$ cat src/amp_defs.svh
// Constants of the axis command decoder: frame layout, command codes, status codes, reset values
`ifndef AMP_DEFS_SVH
`define AMP_DEFS_SVH
`define AMP_FRAME_LAST 4'h8
`define AMP_MODULE_ADDR 8'h01
`define move_to_position_cmd 8'h04
`define write_axis_param_cmd 8'h05
`define read_axis_param_cmd 8'h06
`define save_axis_param_cmd 8'h07
`define reload_axis_param_cmd 8'h08
`define absolute_move_type 8'h00
`define relative_move_type 8'h01
`define stored_move_type_a 8'h02
`define AMP_PAR_TARGET 4'h0
`define AMP_PAR_ACTUAL 8'h01
`define AMP_PAR_MAXSPD 4'h4
`define AMP_PARAM_CNT 8'h10
`define AMP_BOOT_LAST 4'hf
`define AMP_ST_OK 8'h64
`define AMP_ST_BAD_CSUM 8'h01
`define AMP_ST_BAD_INS 8'h02
`define AMP_ST_BAD_TYPE 8'h03
`define AMP_NV_DEFAULT 32'h00000000
`define AMP_ZERO32 32'h00000000
`endif

$ cat src/amp_pkg.sv
// Types shared by the axis command decoder and its parameter store
package amp_pkg;
  typedef enum logic [1:0] {
    st_boot = 2'b00,
    st_recv = 2'b01,
    st_exec = 2'b10,
    st_reply = 2'b11
  } amp_state_e;

  typedef enum logic [1:0] {
    pop_none = 2'b00,
    pop_write = 2'b01,
    pop_save = 2'b10,
    pop_reload = 2'b11
  } amp_pop_e;

  typedef struct packed {
    amp_pop_e op;
    logic [3:0] idx;
    logic [31:0] data;
  } amp_preq_s;

  typedef struct packed {
    logic [7:0] status;
    logic [7:0] instr;
    logic [31:0] value;
  } amp_reply_s;

  typedef struct packed {
    logic [7:0] addr;
    logic [7:0] instr;
    logic [7:0] ptype;
    logic [7:0] bank;
    logic [31:0] value;
  } amp_frame_s;

  typedef struct packed {
    logic [15:0][31:0] work;
    logic [15:0][31:0] nv;
  } amp_store_s;

  typedef struct packed {
    amp_state_e state;
    logic [3:0] cnt;
    logic [7:0] sum;
    logic csum_bad;
    logic [3:0] boot_idx;
    amp_frame_s frame;
    amp_reply_s reply;
    logic [31:0] accum;
    logic [31:0] target;
    logic move_start;
  } amp_dec_s;
endpackage

$ cat src/amp_param_store.sv
// Axis parameter store: working copy plus non-volatile copy
`timescale 1ns/1ns
`include "amp_defs.svh"
module amp_param_store (
  input wire logic mclk,
  input wire logic reset,
  input amp_pkg::amp_preq_s req,
  input wire logic [3:0] rd_idx,
  output logic [31:0] rd_data,
  output logic [31:0] max_pos_speed
);
  amp_pkg::amp_store_s s_reg;
  amp_pkg::amp_store_s s_next;
  logic [31:0] sel_work;
  logic [31:0] sel_nv;

  assign sel_work = s_reg.work[req.idx];
  assign sel_nv = s_reg.nv[req.idx];
  assign rd_data = s_reg.work[rd_idx];
  assign max_pos_speed = s_reg.work[`AMP_PAR_MAXSPD];

  always_comb begin
    s_next = s_reg;
    unique case (req.op)
      amp_pkg::pop_none: ;
      amp_pkg::pop_write: s_next.work[req.idx] = req.data;
      amp_pkg::pop_save: s_next.nv[req.idx] = s_reg.work[req.idx];
      amp_pkg::pop_reload: s_next.work[req.idx] = s_reg.nv[req.idx];
    endcase
  end

  // Reset stands for power-up: the working copy is volatile and starts cleared
  always_ff @(posedge mclk) begin
    if (reset) begin
      s_reg.work <= '0;
      s_reg.nv <= {16{`AMP_NV_DEFAULT}};
    end else begin
      s_reg <= s_next;
    end
  end
endmodule

$ cat src/amp_cmd_decoder.sv
// Axis command decoder: nine-byte frame receiver, command execution and reply
// Summary of operation
// - Frame is address, instruction, type, bank, value MSB first, checksum.
// - Move type 1 adds signed value to actual position as new target.
// - Move type 2 moves to the stored coordinate numbered by value.
// - Instruction 5 writes value into the selected volatile axis parameter.
// - Axis parameter 4 is the maximum positioning speed.
// - Instruction 6 returns the selected parameter with status 100.
// - In standalone mode a parameter read also loads the accumulator.
// - In direct mode a parameter read leaves the accumulator unchanged.
// - Axis parameter 1 reads back the actual position.
// - Instruction 7 saves the parameter to non-volatile copy, replies 100, zero.
// - Instruction 8 reloads the parameter from the non-volatile copy, replies 100.
// - After power-up every axis parameter loads from its non-volatile copy.
// - Move type 0 takes value as absolute signed 32-bit target.
// - Moves reply right after starting, without waiting for arrival.
`timescale 1ns/1ns
`include "amp_defs.svh"
module amp_cmd_decoder (
  input wire logic mclk,
  input wire logic reset,
  input wire logic rx_valid,
  input wire logic [7:0] rx_data,
  output logic rx_ready,
  input wire logic standalone_mode,
  input wire logic [31:0] actual_position,
  output logic [7:0] stored_move_type_a_idx,
  input wire logic [31:0] stored_move_type_a_data,
  output logic reply_valid,
  input wire logic reply_ready,
  output amp_pkg::amp_reply_s reply,
  output logic [31:0] target_position,
  output logic move_start,
  output logic [31:0] max_pos_speed,
  output logic [31:0] accumulator
);
  amp_pkg::amp_dec_s s_reg;
  amp_pkg::amp_dec_s s_next;
  amp_pkg::amp_preq_s preq;
  logic [31:0] rd_data;
  logic [31:0] read_val;
  logic type_ok;
  logic exec_ok;

  amp_param_store u_store (
    .mclk(mclk),
    .reset(reset),
    .req(preq),
    .rd_idx(s_reg.frame.ptype[3:0]),
    .rd_data(rd_data),
    .max_pos_speed(max_pos_speed)
  );

  assign rx_ready = (s_reg.state == amp_pkg::st_recv);
  assign reply_valid = (s_reg.state == amp_pkg::st_reply);
  assign reply = s_reg.reply;
  assign target_position = s_reg.target;
  assign move_start = s_reg.move_start;
  assign accumulator = s_reg.accum;
  // Coordinate table lives outside; it answers in the same cycle
  assign stored_move_type_a_idx = s_reg.frame.value[7:0];
  assign type_ok = (s_reg.frame.ptype < `AMP_PARAM_CNT);
  assign read_val = (s_reg.frame.ptype == `AMP_PAR_ACTUAL) ? actual_position : rd_data;
  assign exec_ok = (s_reg.state == amp_pkg::st_exec) && !s_reg.csum_bad;

  always_comb begin
    s_next = s_reg;
    s_next.move_start = 1'b0;
    preq.op = amp_pkg::pop_none;
    preq.idx = s_reg.frame.ptype[3:0];
    preq.data = s_reg.frame.value;
    unique case (s_reg.state)
      amp_pkg::st_boot: begin
        preq.op = amp_pkg::pop_reload;
        preq.idx = s_reg.boot_idx;
        s_next.boot_idx = s_reg.boot_idx + 4'h1;
        if (s_reg.boot_idx == `AMP_BOOT_LAST) begin
          s_next.state = amp_pkg::st_recv;
        end
      end
      amp_pkg::st_recv: begin
        if (rx_valid) begin
          if (s_reg.cnt == `AMP_FRAME_LAST) begin
            // Frames for another address are dropped silently, as on a shared bus
            s_next.csum_bad = (rx_data != s_reg.sum);
            s_next.cnt = 4'h0;
            s_next.sum = 8'h00;
            if (s_reg.frame.addr == `AMP_MODULE_ADDR) begin
              s_next.state = amp_pkg::st_exec;
            end
          end else begin
            s_next.frame = amp_pkg::amp_frame_s'({s_reg.frame[55:0], rx_data});
            s_next.sum = s_reg.sum + rx_data;
            s_next.cnt = s_reg.cnt + 4'h1;
          end
        end
      end
      amp_pkg::st_exec: begin
        s_next.state = amp_pkg::st_reply;
        s_next.reply.status = `AMP_ST_OK;
        s_next.reply.instr = s_reg.frame.instr;
        s_next.reply.value = `AMP_ZERO32;
        if (s_reg.csum_bad) begin
          s_next.reply.status = `AMP_ST_BAD_CSUM;
        end else begin
          unique case (s_reg.frame.instr)
            `move_to_position_cmd: begin
              s_next.move_start = 1'b1;
              preq.op = amp_pkg::pop_write;
              preq.idx = `AMP_PAR_TARGET;
              unique case (s_reg.frame.ptype)
                `absolute_move_type: preq.data = s_reg.frame.value;
                `relative_move_type: preq.data = actual_position + s_reg.frame.value;
                `stored_move_type_a: preq.data = stored_move_type_a_data;
                default: begin
                  s_next.move_start = 1'b0;
                  preq.op = amp_pkg::pop_none;
                  s_next.reply.status = `AMP_ST_BAD_TYPE;
                end
              endcase
              if (s_next.move_start) begin
                s_next.target = preq.data;
              end
            end
            `write_axis_param_cmd: begin
              if (type_ok) begin
                preq.op = amp_pkg::pop_write;
              end else begin
                s_next.reply.status = `AMP_ST_BAD_TYPE;
              end
            end
            `read_axis_param_cmd: begin
              if (type_ok || s_reg.frame.ptype == `AMP_PAR_ACTUAL) begin
                s_next.reply.value = read_val;
                if (standalone_mode) begin
                  s_next.accum = read_val;
                end
                // Direct mode leaves the accumulator alone
              end else begin
                s_next.reply.status = `AMP_ST_BAD_TYPE;
              end
            end
            `save_axis_param_cmd, `reload_axis_param_cmd: begin
              // The value field is ignored; the reply value stays zero
              if (!type_ok) begin
                s_next.reply.status = `AMP_ST_BAD_TYPE;
              end else if (s_reg.frame.instr == `save_axis_param_cmd) begin
                preq.op = amp_pkg::pop_save;
              end else begin
                preq.op = amp_pkg::pop_reload;
              end
            end
            default: s_next.reply.status = `AMP_ST_BAD_INS;
          endcase
        end
      end
      amp_pkg::st_reply: begin
        // Receiver is stalled while the reply waits, so no frame overruns it
        if (reply_ready) begin
          s_next.state = amp_pkg::st_recv;
        end
      end
    endcase
  end

  always_ff @(posedge mclk) begin
    if (reset) begin
      s_reg <= '0;
      s_reg.state <= amp_pkg::st_boot;
    end else begin
      s_reg <= s_next;
    end
  end
endmodule

$ cat config.mk
export PLATFORM = sky130hd
export DESIGN_NAME = amp_cmd_decoder
export DESIGN_NICKNAME = d
export VERILOG_FILES = /design/src/amp_pkg.sv /design/src/amp_param_store.sv /design/src/amp_cmd_decoder.sv
export VERILOG_INCLUDE_DIRS = /design/src
export SDC_FILE = /design/constraint.sdc
export NUM_CORES = 2
export LEC_CHECK = 0
export BUFFER_PORTS_ARGS = -buffer_cell sky130_fd_sc_hd__buf_2
export CORE_UTILIZATION = 30
export DETAILED_ROUTE_END_ITERATION = 7
export GPL_TIMING_DRIVEN = 0
export HOLD_SLACK_MARGIN = 0.06
export SETUP_SLACK_MARGIN = 0.2
export SYNTH_ARGS = -nofsm -noshare
export SYNTH_HDL_FRONTEND = slang
export SYNTH_SLANG_ARGS = --single-unit
export TNS_END_PERCENT = 20
$ cat constraint.sdc
create_clock -name mclk -period 3.7 [get_ports mclk]
set_input_delay 0.925 -clock mclk [delete_from_list [all_inputs] [get_ports mclk]]
set_output_delay 0.925 -clock mclk [all_outputs]
set_load 0.02 [all_outputs]
==> flow_metrics.py <==
metrics = {
    "timing": {
        "hold_viol_final": 0,
        "max_freq_mhz": 264,
        "rsz0062_at_grt": "true",
        "fin_crit_sh": 1.02,
        "final.min_clock_period_ps": 3780,
        "slew-limit-headroom": -0.0135,
        "drv_slew": 12,
        "fin_ws_ps": -81.4,
        "tightest_slew_ps": 1520,
        "skew_ps": 47.6,
        "whs_ps": 394,
        "setup_viol": 32,
        "final.setup.tns_ps": -906,
    },
    "layout": {
        "fillers": 19800,
        "drive_gt1_frac": 0.290,
        "final_nets": 8084,
        "fin_cells": 10700,
        "final_cell_mix": "nand2_1 (1228), dfxtp_1 (1192), nor2_1 (905), a211oi_1 (654), buf_4 (335)",
        "layout_commonest_cell": "nand2_1",
        "largest_register_ffs": 992,
        "areaGrowthSynthToFinish_pct": 35.1,
    },
    "pwr": {
        "cellPowerDensity_mw_per_mm2": 520,
        "ir_drop_mv": 0.388,
        "p_leak_nw": 28.2,
    },
    "cts": {
        "cts_tree": "done",
        "htreeDepth": 4,
        "cts_made_buffers": 142,
        "cts.root.buffer_cell": "clkbuf_16",
        "clock_sinks": 1215,
        "cts_hold_buf": 0,
        "cts.path.max_buffers": 3,
        "worstSkewPairLatency_ps": 830,
        "clk_pin_slew_ps": 60,
    },
    "synth": {
        "syn-mean-instance-area_sq_um": 8.29,
        "synthArstFlopShare": 0,
        "ys_seq_area_frac": 0.404,
        "yosysWarningCount": 0,
        "synthDistinctLibCells": 89,
        "synth_edf_count": 0,
        "ys.flop_type": "dfxtp_1",
        "synth_cells": 7258,
        "syn-cell-area_sq_mm": 0.0602,
        "synth_seq_cells": 1215,
    },
    "setup_path": {
        "crit_path_start": "s_reg[166]",
        "cp-endpoint": "u_store.s_reg[778]",
        "crit_path_start_kind": "flop",
        "rr_worst_depth": 14,
        "slowest_stage": "or4_4",
        "cp_slowest_stage_delay_ps": 540,
        "path_buf_inv": 6,
        "reg2reg_to": "u_store.s_reg[778]",
        "crit_family": "compound AO/OA/AOI/OAI gates",
        "reg2reg_slack_ps": -80,
        "cp-end-kind": "flop",
        "cp_num_cells": 14,
        "path_cells": "or4_4 -> buf_8 -> o311ai_4 -> buf_6 -> nand2_8 -> buf_12 -> buf_8 -> a211oi_4 -> a31oi_4 -> a21oi_4 -> a21oi_4 -> buf_12 -> buf_6 -> a211oi_1",
        "critical_path_arrival_ps": 4490,
        "r2r_start": "s_reg[166]",
        "crit_fanout": 10,
        "required_ps": 4410,
        "crit_type": "flop to flop",
    },
    "drt": {
        "drtAntennaViolNets": 0,
        "vias_per_cell": 6.15,
        "dr.first_iter.drc_count": 10100,
        "drtPass1Iterations": 7,
        "dr_total_vias": 66100,
        "drcViolationCount": 0,
        "wl_per_cell_um": 34.1,
        "wl_um": 366000,
    },
    "global_routing": {
        "use_met3": 0.0995,
        "grt_max_degree": 17,
        "grt_pass1_wl_um": 486000,
        "grt_busiest_layer": "met2",
        "met2_usage": 0.483,
        "grt_antenna_before_repair": 35,
        "grt_usage": 0.339,
        "use_met1": 0.437,
        "grt_overflow": 0,
        "grt_pass1_vias": 59800,
    },
    "floorplan": {
        "initial_core_util": 0.302,
        "die-area_sq_mm": 0.202,
        "core-area_sq_mm": 0.199,
        "die-height_um": 450,
        "io_pins": 232,
        "fp-row-count": 164,
        "die_x_um": 450,
    },
    "outcome": {
        "outcome": "finished, violations left",
        "violations": "capacitance limit, slew limit, setup timing",
    },
    "placement": {
        "post-dp-hpwl_um": 271000,
        "dp.cells": 10200,
        "portBuffers": 227,
        "gp_congestion": 1.06,
    },
    "job": {
        "drv_cap": 1,
    },
    "min_path": {
        "hold_class": "primary input to flop",
    },
}
==> synth_stat cells (23+ instances only) <==
library cell     n  share of area
nor2b_1         37         0.0038
buf_1           36         0.0022
a22oi_1        119          0.015
buf_2          140          0.012
nor3_1          23         0.0019
a21oi_1        351          0.029
a31oi_1         56         0.0058
and3_1         116          0.012
dfxtp_1       1215           0.40
a211oi_2        35         0.0073
nor2_1         971          0.061
nand3_1        301          0.025
o22ai_1        154          0.016
a211oi_1       772          0.096
mux4_2         160          0.060
nand2_1       1292          0.081
clkbuf_1       458          0.029
o21ai_0        154          0.013
a311oi_1        91          0.013
a31oi_2         41         0.0085
buf_4          189          0.024
ha_1            46         0.0096
mux2i_1        105          0.017
o41ai_1         25         0.0036
==> stage by stage <==
| stage | power [mW] | instance area (sq um) | worst slack (ps) | utilization |
|---|---|---|---|---|
| 5_1_grt | 42.5 | 81300 | -65.8 | 0.408 |
| 3_5_place_dp | 22.6 | 65000 | -2590 | 0.326 |
| 3_3_place_gp | 22.5 | 64700 | -2970 | 0.324 |
| 4_1_cts | 39.6 | 76100 | 22.4 | 0.381 |
| 6_report | 42.3 | 81300 | -81.4 | 0.408 |
| 2_1_floorplan | 17.8 | 60200 | 202 | - |
==> power by group <==
part	leakage (nW)	switching [mW]	internal, mW
clock	2.33	6.38	8.23
combinational	16.0	9.24	4.86
sequential	9.81	0.251	13.3
==> how the worst min path moves through the flow <==
stage	start	endpoint	slack, ps	cells after the start
after detailed placement	s_reg[145]	s_reg[153]	450	2
after global placement	s_reg[175]	s_reg[175]	440	2
after CTS	rx_data[5]	stored_move_type_a_idx[5]	360	3
after floorplan	s_reg[175]	s_reg[175]	430	2
final	rx_data[5]	stored_move_type_a_idx[5]	390	3
after global routing	rx_data[2]	stored_move_type_a_idx[2]	390	3
==> worst reg2reg max path: stages (launching register included) <==
cell and delay [ps]:
dfxtp_4 360, or4_4 540, buf_8 150, o311ai_4 370, buf_6 210, nand2_8 110
buf_12 200, buf_8 180, a211oi_4 430, a31oi_4 100, a21oi_4 310, a21oi_4 110
buf_12 170, buf_6 200, a211oi_1 280
==> routing by layer <==
metal,up-vias,routed length (um)
li1,27500,-
met1,32600,140000
met2,4762,148000
met3,1170,45500
met4,14,32200
met5,-,91
==> kinds of logic after synthesis <==
logic type | after synthesis | synth area share
and+or+nand+nor | 2857 | 0.198
AOI/OAI and AO/OA | 1976 | 0.235
DFF | 1215 | 0.404
buffers and inverters | 860 | 0.0701
muxes | 266 | 0.0775
other | 1 | 0.0000623
xor gates and xnor gates | 35 | 0.00509
adders and majority gates | 48 | 0.0102
==> what timing repair did <==
item | 4_1_cts | 5_1_grt
endpoints found under the setup margin | 1122 | 1111
buffers inserted | 169 | 106
resized for setup | 1027 | 869
pin swaps | 119 | 210
gates cloned | 5 | 30
==> layout make-up <==
cell class / instances / area [sq um] / share of cell area
diodes: 14 / 35.0 / 0.000431
multi-input cells: 5186 / 36600 / 0.450
plain buffers: 837 / 6370 / 0.0784
flip-flops and latches: 1215 / 24400 / 0.300
repair buffers: 554 / 5840 / 0.0718
inverters: 23 / 86.3 / 0.00106
clock inverters: 55 / 544 / 0.00669
well taps: 2656 / 3320 / 0.0409
clock buffers: 199 / 4150 / 0.0511
(Power assumes the default switching activity.)
